==> config.mk <==
export PLATFORM = sky130hd
export DESIGN_NAME = tss_readout
export DESIGN_NICKNAME = d
export VERILOG_FILES = /design/src/verilog/tss_readout.v /design/src/verilog/tss_result_store.v
export VERILOG_INCLUDE_DIRS = /design/src /design/src/verilog
export SDC_FILE = /design/constraint.sdc
export NUM_CORES = 1
export LEC_CHECK = 0
export BUFFER_PORTS_ARGS = -buffer_cell sky130_fd_sc_hd__buf_2
export CAP_MARGIN = 20
export CORE_ASPECT_RATIO = 2
export CORE_MARGIN = 2
export CORE_UTILIZATION = 32
export DETAILED_ROUTE_END_ITERATION = 7
export SKIP_LAST_GASP = 1
export SYNTH_ARGS = -nofsm -noshare
export SYNTH_HDL_FRONTEND = slang
export SYNTH_SLANG_ARGS = --single-unit
==> constraint.sdc <==
create_clock -name clk_sys_in -period 4.35 [get_ports clk_sys_in]
set_input_delay 0.2175 -clock clk_sys_in [delete_from_list [all_inputs] [get_ports clk_sys_in]]
set_output_delay 0.2175 -clock clk_sys_in [all_outputs]
set_load 0.02 [all_outputs]
==> src/verilog/tss_defs.vh <==
// Constants for the temperature sensor serial readout.
// Included by the readout core and its result store.
`ifndef TSS_DEFS_VH
`define TSS_DEFS_VH

// Output word layout
`define TSS_WORD_W        16
`define TSS_TEMP_W        14
`define TSS_TEMP_LO       2
`define TSS_TEMP_HI       15
`define TSS_FILL_ONES     2'h3

// Arbitrary neutral identification word, low two bits forced to ones
`define TSS_ID_WORD       16'h5A5B

// Receive phase commands
`define TSS_RX_W          8
`define TSS_CMD_RUN       8'h00
`define TSS_CMD_SHDN      8'hFF

// Serial frame counting
`define TSS_CNT_W         6
`define TSS_TX_BITS       6'h10
`define TSS_FRAME_BITS    6'h20
`define TSS_RX_MIN        4'h8
`define TSS_RX_CNT_W      4

// Host spacing between reads, kept for reference by the host side
`define TSS_CONV_TIME_MS  228

`endif

==> src/verilog/tss_readout.v <==
// Serial readout core of a temperature sensor.
// Assumes a converter outside supplies 14-bit results with a done pulse,
// and that chip select, serial clock and data in are synchronous to clk.
`timescale 1ns/1ps
`include "tss_defs.vh"

module tss_readout
(
    input  wire                    clk_sys_in,
    input  wire                    reset_in,
    input  wire                    clk_en_in,
    input  wire                    cs_n_in,
    input  wire                    serial_clock_pin_in,
    input  wire                    sio_in,
    output reg                     sio_out,
    output reg                     sio_oe_out,
    input  wire [`TSS_TEMP_W-1:0]  sample_in,
    input  wire                    sample_done_in,
    output reg                     conv_run_out,
    output reg                     shutdown_out,
    output reg                     result_valid_out
);

    localparam [1:0] ST_IDLE = 2'b00;
    localparam [1:0] ST_TX   = 2'b01;
    localparam [1:0] ST_RX   = 2'b10;
    // Fixed identification word; its value is arbitrary
    localparam [`TSS_WORD_W-1:0] ID_WORD = `TSS_ID_WORD;

    reg  [1:0]                   state_q;
    reg  [1:0]                   state_d;
    reg                          sck_q;
    reg                          cs_n_q;
    reg  [`TSS_WORD_W-1:0]       tx_q;
    reg  [`TSS_CNT_W-1:0]        cnt_q;
    reg  [`TSS_RX_W-1:0]         rx_q;
    reg  [`TSS_RX_CNT_W-1:0]     rx_cnt_q;
    reg                          shdn_q;
    wire [`TSS_TEMP_W-1:0]       result;
    wire                         result_valid;
    wire                         sck_rise;
    wire                         sck_fall;
    wire                         frame_start;
    wire                         frame_end;

    // Builds the output word from a temperature
    function [`TSS_WORD_W-1:0] temp_word;
        input [`TSS_TEMP_W-1:0] t;
        begin
            temp_word = {t, `TSS_FILL_ONES};
        end
    endfunction

    // Edges against previous sample; reset values match idle levels, so no false edge
    assign sck_rise    = serial_clock_pin_in & ~sck_q;
    assign sck_fall    = ~serial_clock_pin_in & sck_q;
    assign frame_start = ~cs_n_in & cs_n_q;
    assign frame_end   = cs_n_in & ~cs_n_q;

    // Result frozen while chip select is low, so a word never tears mid-read
    tss_result_store u_store
    (
        .clk_sys_in  (clk_sys_in),
        .reset_in    (reset_in),
        .clk_en_in   (clk_en_in),
        .wr_en_in    (sample_done_in & ~shdn_q),
        .wr_data_in  (sample_in),
        .hold_in     (~cs_n_in),
        .rd_data_out (result),
        .valid_out   (result_valid)
    );

    // Frame phase sequencing: transmit ends on the sixteenth rise,
    // receive runs until chip select rises
    always @*
    begin
        state_d = state_q;
        case (state_q)
            ST_IDLE:
            begin
                if (frame_start)
                    state_d = ST_TX;
            end
            ST_TX:
            begin
                if (cs_n_in)
                    state_d = ST_IDLE;
                else if (sck_rise && cnt_q == `TSS_TX_BITS - 6'h01)
                    state_d = ST_RX;
            end
            ST_RX:
            begin
                if (cs_n_in)
                    state_d = ST_IDLE;
            end
            default:
            begin
                state_d = ST_IDLE;
            end
        endcase
    end

    always @(posedge clk_sys_in or posedge reset_in)
    begin
        if (reset_in)
        begin
            state_q          <= ST_IDLE;
            sck_q            <= 1'b0;
            cs_n_q           <= 1'b1;
            tx_q             <= {`TSS_WORD_W{1'b0}};
            cnt_q            <= {`TSS_CNT_W{1'b0}};
            rx_q             <= {`TSS_RX_W{1'b0}};
            rx_cnt_q         <= {`TSS_RX_CNT_W{1'b0}};
            shdn_q           <= 1'b0;
            sio_out          <= 1'b0;
            sio_oe_out       <= 1'b0;
            conv_run_out     <= 1'b1;
            shutdown_out     <= 1'b0;
            result_valid_out <= 1'b0;
        end
        else if (clk_en_in)
        begin
            state_q          <= state_d;
            sck_q            <= serial_clock_pin_in;
            cs_n_q           <= cs_n_in;
            conv_run_out     <= ~shdn_q;
            shutdown_out     <= shdn_q;
            // Shutdown hides the result but keeps it for the return to run
            result_valid_out <= result_valid & ~shdn_q;
            case (state_q)
                ST_IDLE:
                begin
                    sio_oe_out <= 1'b0;
                    if (frame_start)
                    begin
                        // First bit appears as soon as the frame opens
                        if (shdn_q)
                        begin
                            tx_q    <= ID_WORD << 1;
                            sio_out <= ID_WORD[`TSS_TEMP_HI];
                        end
                        else
                        begin
                            tx_q    <= temp_word(result) << 1;
                            sio_out <= result[`TSS_TEMP_W-1];
                        end
                        sio_oe_out <= 1'b1;
                        cnt_q      <= {`TSS_CNT_W{1'b0}};
                        rx_cnt_q   <= {`TSS_RX_CNT_W{1'b0}};
                    end
                end
                ST_TX:
                begin
                    // Early close drops the line and leaves the mode alone
                    if (cs_n_in)
                        sio_oe_out <= 1'b0;
                    else
                    begin
                        // Next bit goes out on each fall; the host samples on the rise
                        if (sck_fall)
                        begin
                            sio_out <= tx_q[`TSS_WORD_W-1];
                            tx_q    <= tx_q << 1;
                        end
                        if (sck_rise)
                        begin
                            cnt_q <= cnt_q + 6'h01;
                            if (cnt_q == `TSS_TX_BITS - 6'h01)
                                sio_oe_out <= 1'b0;
                        end
                    end
                end
                ST_RX:
                begin
                    sio_oe_out <= 1'b0;
                    // Mode applies at frame close; fewer than eight bits change nothing
                    if (frame_end)
                    begin
                        // Codes other than run and shutdown are ignored
                        if (rx_cnt_q >= `TSS_RX_MIN)
                        begin
                            if (rx_q == `TSS_CMD_RUN)
                                shdn_q <= 1'b0;
                            else if (rx_q == `TSS_CMD_SHDN)
                                shdn_q <= 1'b1;
                        end
                    end
                    // Bits past the thirty-second rise are ignored
                    else if (sck_rise && cnt_q < `TSS_FRAME_BITS)
                    begin
                        rx_q  <= {rx_q[`TSS_RX_W-2:0], sio_in};
                        cnt_q <= cnt_q + 6'h01;
                        if (rx_cnt_q < `TSS_RX_MIN)
                            rx_cnt_q <= rx_cnt_q + 4'h1;
                    end
                end
                default:
                begin
                    sio_oe_out <= 1'b0;
                end
            endcase
        end
    end

endmodule // tss_readout

==> src/verilog/tss_result_store.v <==
// Holds the latest completed conversion result and its valid flag.
// Assumes the core raises hold_in while a serial frame is open.
`timescale 1ns/1ps
`include "tss_defs.vh"

module tss_result_store
(
    input  wire                       clk_sys_in,
    input  wire                       reset_in,
    input  wire                       clk_en_in,
    input  wire                       wr_en_in,
    input  wire [`TSS_TEMP_W-1:0]     wr_data_in,
    input  wire                       hold_in,
    output reg  [`TSS_TEMP_W-1:0]     rd_data_out,
    output reg                        valid_out
);

    reg [`TSS_TEMP_W-1:0] pend_q;
    reg                   pend_valid_q;

    always @(posedge clk_sys_in or posedge reset_in)
    begin
        if (reset_in)
        begin
            rd_data_out  <= {`TSS_TEMP_W{1'b0}};
            valid_out    <= 1'b0;
            pend_q       <= {`TSS_TEMP_W{1'b0}};
            pend_valid_q <= 1'b0;
        end
        else if (clk_en_in)
        begin
            // Results are parked while a frame reads the old one
            if (hold_in)
            begin
                if (wr_en_in)
                begin
                    pend_q       <= wr_data_in;
                    pend_valid_q <= 1'b1;
                end
            end
            else if (wr_en_in)
            begin
                rd_data_out  <= wr_data_in;
                valid_out    <= 1'b1;
                pend_valid_q <= 1'b0;
            end
            else if (pend_valid_q)
            begin
                rd_data_out  <= pend_q;
                valid_out    <= 1'b1;
                pend_valid_q <= 1'b0;
            end
        end
    end

endmodule // tss_result_store
### Word-level counts from Yosys, hierarchy flattened

Index checks and enable logic that the tools add are counted.

* bits of input ports: 21
* output and inout port bits: 5
* register bits: 74

* add/sub/neg operators: 2
* multiplexer cells: 39
* magnitude comparators: 3
* reductions and logical operators: 20
* bitwise operators: 12
* equal/unequal tests: 15

Operator list (count)
* 16-bit two-way mux: 4
* 16-bit one-hot mux with 2 select lines: 1
* 6-bit two-way mux: 5
* 14-bit two-way mux: 2
* 6-bit one-hot mux with 3 select lines: 1
* 4-bit two-way mux: 4
* 2-bit inequality test, second input constant: 8
* 1-bit two-way mux: 14
* 5-bit AND reduction: 2
* 2-bit nonzero test: 5
* 3-bit inequality test, second input constant: 3
* 3-bit AND reduction: 3
* 8-bit equality test, second input constant: 1
* 8-bit zero test: 1
* 2-bit two-way mux: 4
* 4-bit one-hot mux with 2 select lines: 1
* 4-bit AND reduction: 2
* 7-bit AND reduction: 1
* 6-bit by 1-bit adder with 6-bit output, second input constant: 1
* 1-bit AND: 6
* 6-bit by 4-bit equality test with 1-bit output, second input constant: 1
* 6-bit < comparator, second input constant: 1
* 1-bit inverter: 6
* 2-bit one-hot mux with 3 select lines: 1
* 11 further kinds: 13

### Depth between registers and ports, before layout

* word-level depth: 6
* depth in mapped cells: 8
* gate-level depth less buffers: 6

### Modules after synthesis

Synthesis repeated with hierarchy kept, for this count alone.

* cells, all modules: 299
* area, all modules: 3553.4 µm²

By module, submodules not included
* tss_readout: area an instance 2205.9 µm², times used 1, sequential area each 1078.5 µm², cells an instance 216
* tss_result_store: area an instance 1347.5 µm², times used 1, sequential area each 750.7 µm², cells an instance 83

### Least setup slack after synthesis

No wires, ideal clock.

* kind: register -> register
* start: register state_q[0]
* end: register cnt_q[0]
* setup slack: 2.576 ns
* required time: 4.225 ns
* cell stages (with the launch flop): 7
* arrival time: 1.649 ns
* setup time: 0.125 ns
* buffers on the path: 1
* cell sequence: dfrtp_1 > inv_1 > ha_1 > clkbuf_1 > a211oi_2 > o21ai_4 > mux2_4

* word-level cells in the longest chain between the ends: 3
* elaborated cells between the ends (all ways): 11

RTL lines
* start, declared: line tss_readout.v:30 `reg [1:0] state_q;`
* start signal, assigned: line tss_readout.v:123 `state_q <= state_d;`
* 2-bit equality test, or another cell as far along: line tss_readout.v:130 `case (state_q)`
* 2-bit inequality test (no line) or 3-bit nonzero test (tied branches)
* 7-bit AND reduction (no line)
* end signal, assigned: line tss_readout.v:111 `` cnt_q <= {`TSS_CNT_W{1'b0}}; ``
* end signal, assigned: line tss_readout.v:148 `` cnt_q <= {`TSS_CNT_W{1'b0}}; ``
* end signal, assigned: line tss_readout.v:167 `cnt_q <= cnt_q + 6'h01;`
* end, declared: line tss_readout.v:35 `` reg [`TSS_CNT_W-1:0] cnt_q; ``

Several ways; a longest one is shown, not always the timed one.
A chain may end at the register's enable or synchronous reset.

### Worst setup path in the final report

* start: register shdn_q
* end: register u_store.pend_q[9]

* word-level cells in the longest chain between the ends: 3

RTL lines
* start, declared: line tss_readout.v:38 `reg shdn_q;`
* start signal, assigned: line tss_readout.v:114 `shdn_q <= 1'b0;`
* start signal, assigned: line tss_readout.v:183 `shdn_q <= 1'b0;`
* start signal, assigned: line tss_readout.v:185 `shdn_q <= 1'b1;`
* 1-bit inverter: line tss_readout.v:66 `.wr_en_in (sample_done_in & ~shdn_q),`
* 1-bit AND: line tss_readout.v:66
* 3-bit AND reduction (no line)
* end signal, assigned: line tss_result_store.v:27 `` pend_q <= {`TSS_TEMP_W{1'b0}}; ``
* end signal, assigned: line tss_result_store.v:37 `pend_q <= wr_data_in;`
* end, declared: line tss_result_store.v:18 `` reg [`TSS_TEMP_W-1:0] pend_q; ``

Every way passes these cells.

==> impl_metrics.env <==
export IMPL_outcome="finished, final reports clean"
export IMPL_ys_ff_latch=73
export IMPL_critPathSlowestCell="and3_1"
export IMPL_drt_iter0_drc=82
export IMPL_synth_compound_area_frac=0.148
export IMPL_ctsResizeCount=0
export IMPL_pin_count=26
export IMPL_regArea_um2=1830
export IMPL_setup_viol_count_final=0
export IMPL_p_int_mw=1.59
export IMPL_layout_common_cells="71 x dfrtp_1, 36 x nand2_1, 31 x o21ai_1, 25 x buf_2, 22 x a21oi_1"
export IMPL_p_per_area_nw_per_um2=547
export IMPL_drc_errors=0
export IMPL_slew_headroom=0.382
export IMPL_muxShareOfSynthArea=0.137
export IMPL_fin_nets=379
export IMPL_post_drt_via_cell_ratio=4.80
export IMPL_cts_setup_buffers=0
export IMPL_grt_use_total=0.126
export IMPL_cts_htree_levels=3
export IMPL_num_fill_cells=1052
export IMPL_cp_depth=4
export IMPL_endpoint_kind="flop"
export IMPL_synthSimpleGateAreaFrac=0.133
export IMPL_cts_tree="built"
export IMPL_finalHoldViolCount=0
export IMPL_hold_end="u_store.pend_q[0]"
export IMPL_comb_power_share=0.241
export IMPL_synth_adder_area_share=0.0247
export IMPL_yosysSeqAreaShare=0.515
export IMPL_rows=54
export IMPL_leakage_nw=1.93
export IMPL_holdCritStartpoint="sample_in[0]"
export IMPL_slowest_delay_ps=680
export IMPL_path_class="flop to flop"
export IMPL_worst_slew_pin_transition_ps=927
export IMPL_path_cells="nor2b_2, buf_4, and3_1, mux2_1"
export IMPL_ys_flop_type="dfrtp_1"
export IMPL_clock_latency_ps=340
export IMPL_path_max_fanout=17
export IMPL_antenna_left=0
export IMPL_maxSlewViolCount=0
export IMPL_hold_path_cell_count=2
export IMPL_critical_path_top_delay_family="simple AND/OR/NAND/NOR gates"
export IMPL_hp_class="input pin to flop"
export IMPL_clk_pin_slew_ps=60
export IMPL_grt_setup_unrepaired="false"
export IMPL_clock_tree_buffer_depth=2
export IMPL_reg2reg_depth=4
export IMPL_antenna_found_initial=0
export IMPL_numCtsBuffers=9
export IMPL_syn2layout_area_growth_pct=17.6
export IMPL_ir_drop_mv=0.323
export IMPL_overflow=0
export IMPL_crit_buf_inv=1
export IMPL_synth_top_family_by_area="compound AO/OA/AOI/OAI gates"
export IMPL_period_needed_ps=2040
export IMPL_start_util=0.327
export IMPL_drive_gt1_frac=0.213
export IMPL_max_freq_ghz=0.490
export IMPL_critical_path_required_ps=4560
export IMPL_finClkSkew_ps=7.50
export IMPL_syn_area_per_cell_um2=10.8
export IMPL_setup_tns_ps=0
export IMPL_async_reset_ff_frac=1.00
export IMPL_port_buffers=25
export IMPL_clkSinkCount=73
export IMPL_coreArea_um2=10900
export IMPL_place_congestion=0.810
export IMPL_synth_xor_area_frac=0
export IMPL_grt_max_degree=74
export IMPL_power_mw=2.29
export IMPL_grt_pass1_wl_mm=11.9
export IMPL_yosys_warnings=0
export IMPL_r2r_end="u_store.pend_q[9]"
export IMPL_dieArea_um2=12000
export IMPL_antenna_cells=0
export IMPL_die_h_um=153
export IMPL_worstPathArrival_ps=2260
export IMPL_wl_per_cell_um=13.7
export IMPL_fp_dieW_um=78.5
export IMPL_grt_pass1_vias=2430
export IMPL_critPathLaunchType="flop"
export IMPL_drt_pre_antenna_iters=4
export IMPL_synth_edf_count=0
export IMPL_synthCells=328
export IMPL_dr_total_vias=2379
export IMPL_r2r_slack_ps=2310
export IMPL_swShare=0.306
export IMPL_drt_total_wl_mm=6.80
export IMPL_maxCapViolations=0
export IMPL_hold_buffers=0
export IMPL_cts_root_buf="clkbuf_16"
export IMPL_clkPwrFrac=0.351
export IMPL_syn_num_nets=356
export IMPL_regToRegStartpoint="shdn_q"
export IMPL_syn_cell_area_um2=3550
export IMPL_dpl_hpwl_mm=4.90
export IMPL_finalCritPeriodShare=0.470
export IMPL_pwr_share_seq=0.408
export IMPL_multi_input_area_um2=1580
export IMPL_layout_commonest_cell="dfrtp_1"
export IMPL_ys_types=56
export IMPL_power_switching_uw=700
## kinds of logic (layout without fill, tap and decap cells)
kind of cell	count (synthesis)	count (layout)
AOI/OAI and AO/OA	81	81
adders and majority gates	7	7
buffers and inverters	35	63
and+or+nand+nor	90	90
DFF	73	73
muxes	42	42
## synthesized netlist by cell type (all sizes together) (3+ instances only)
| cell | instances | area (um2) |
|---|---|---|
| mux2i | 16 | 160 |
| nor2b | 4 | 25.0 |
| clkbuf | 8 | 30.0 |
| o21ai | 35 | 186 |
| a21oi | 22 | 110 |
| dfrtp | 71 | 1780 |
| nand3 | 3 | 27.5 |
| nor3b | 7 | 52.6 |
| buf | 11 | 62.6 |
| ha | 7 | 87.6 |
| mux2 | 26 | 327 |
| o221ai | 3 | 26.3 |
| nand2 | 36 | 135 |
| nor3 | 5 | 36.3 |
| inv | 16 | 60.1 |
| nor2 | 18 | 75.1 |
| and3 | 5 | 31.3 |
| a31o | 3 | 26.3 |
## worst max-delay path by stage
stage,start,to,slack (ps)
floorplan,reset_in,cnt_q[0],2280
CTS,state_q[1],tx_q[2],1350
global placement,state_q[1],tx_q[7],1510
detailed placement,state_q[1],tx_q[2],1360
global route,shdn_q,u_store.pend_q[8],2180
finish,shdn_q,u_store.pend_q[9],2310
## state kept, by name (all words and copies together) (netlist names)
register	count
shutdown_out	1
u_store.rd_data_out	14
u_store.pend_q	14
tx_q	15
cs_n_q	1
rx_q	8
rx_cnt_q	4
u_store.valid_out	1
sio_out	1
shdn_q	1
sio_oe_out	1
sck_q	1
u_store.pend_valid_q	1
conv_run_out	1
result_valid_out	1
cnt_q	6
state_q	2
## layer usage
layer	vias to the layer above	part of all wire	global-route usage
met3	9	0.027	0.0336
met4	0	0.022	0.0576
met5	-	0	0
li1	1197	-	-
met1	1149	0.41	0.139
met2	24	0.54	0.221
## final cells by class
cell class | count | area share
Clock buffer | 9 | 0.0539
Multi-Input combinational cell | 220 | 0.379
Sequential cell | 73 | 0.438
Clock inverter | 7 | 0.0243
Timing Repair Buffer | 31 | 0.0491
Inverter | 16 | 0.0144
Tap cell | 140 | 0.0419
## per-stage QoR
stage | hold slack [ps] | utilization | cells | cell area [um2] | setup slack, ps
detailed placement | 453 | 0.349 | 477 | 3790 | 1360
floorplan | 303 | - | 328 | 3550 | 2280
global placement | 452 | 0.349 | 477 | 3790 | 1510
CTS | 95.4 | 0.379 | 493 | 4120 | 1350
finish | 101 | 0.384 | 496 | 4180 | 2310
global route | 102 | 0.384 | 496 | 4180 | 2180
## power groups by stage
| stage | Combinational [mW] | Clock (mW) | Sequential (mW) |
|---|---|---|---|
| 2_1_floorplan | 0.418 | 0 | 0.927 |
| 3_3_place_gp | 0.502 | 0 | 0.941 |
| 3_5_place_dp | 0.522 | 0 | 0.946 |
| 4_1_cts | 0.522 | 0.820 | 0.936 |
| 5_1_grt | 0.625 | 0.852 | 0.956 |
| 6_report | 0.551 | 0.802 | 0.934 |
Note: power is estimated with default switching activity, not from simulation.
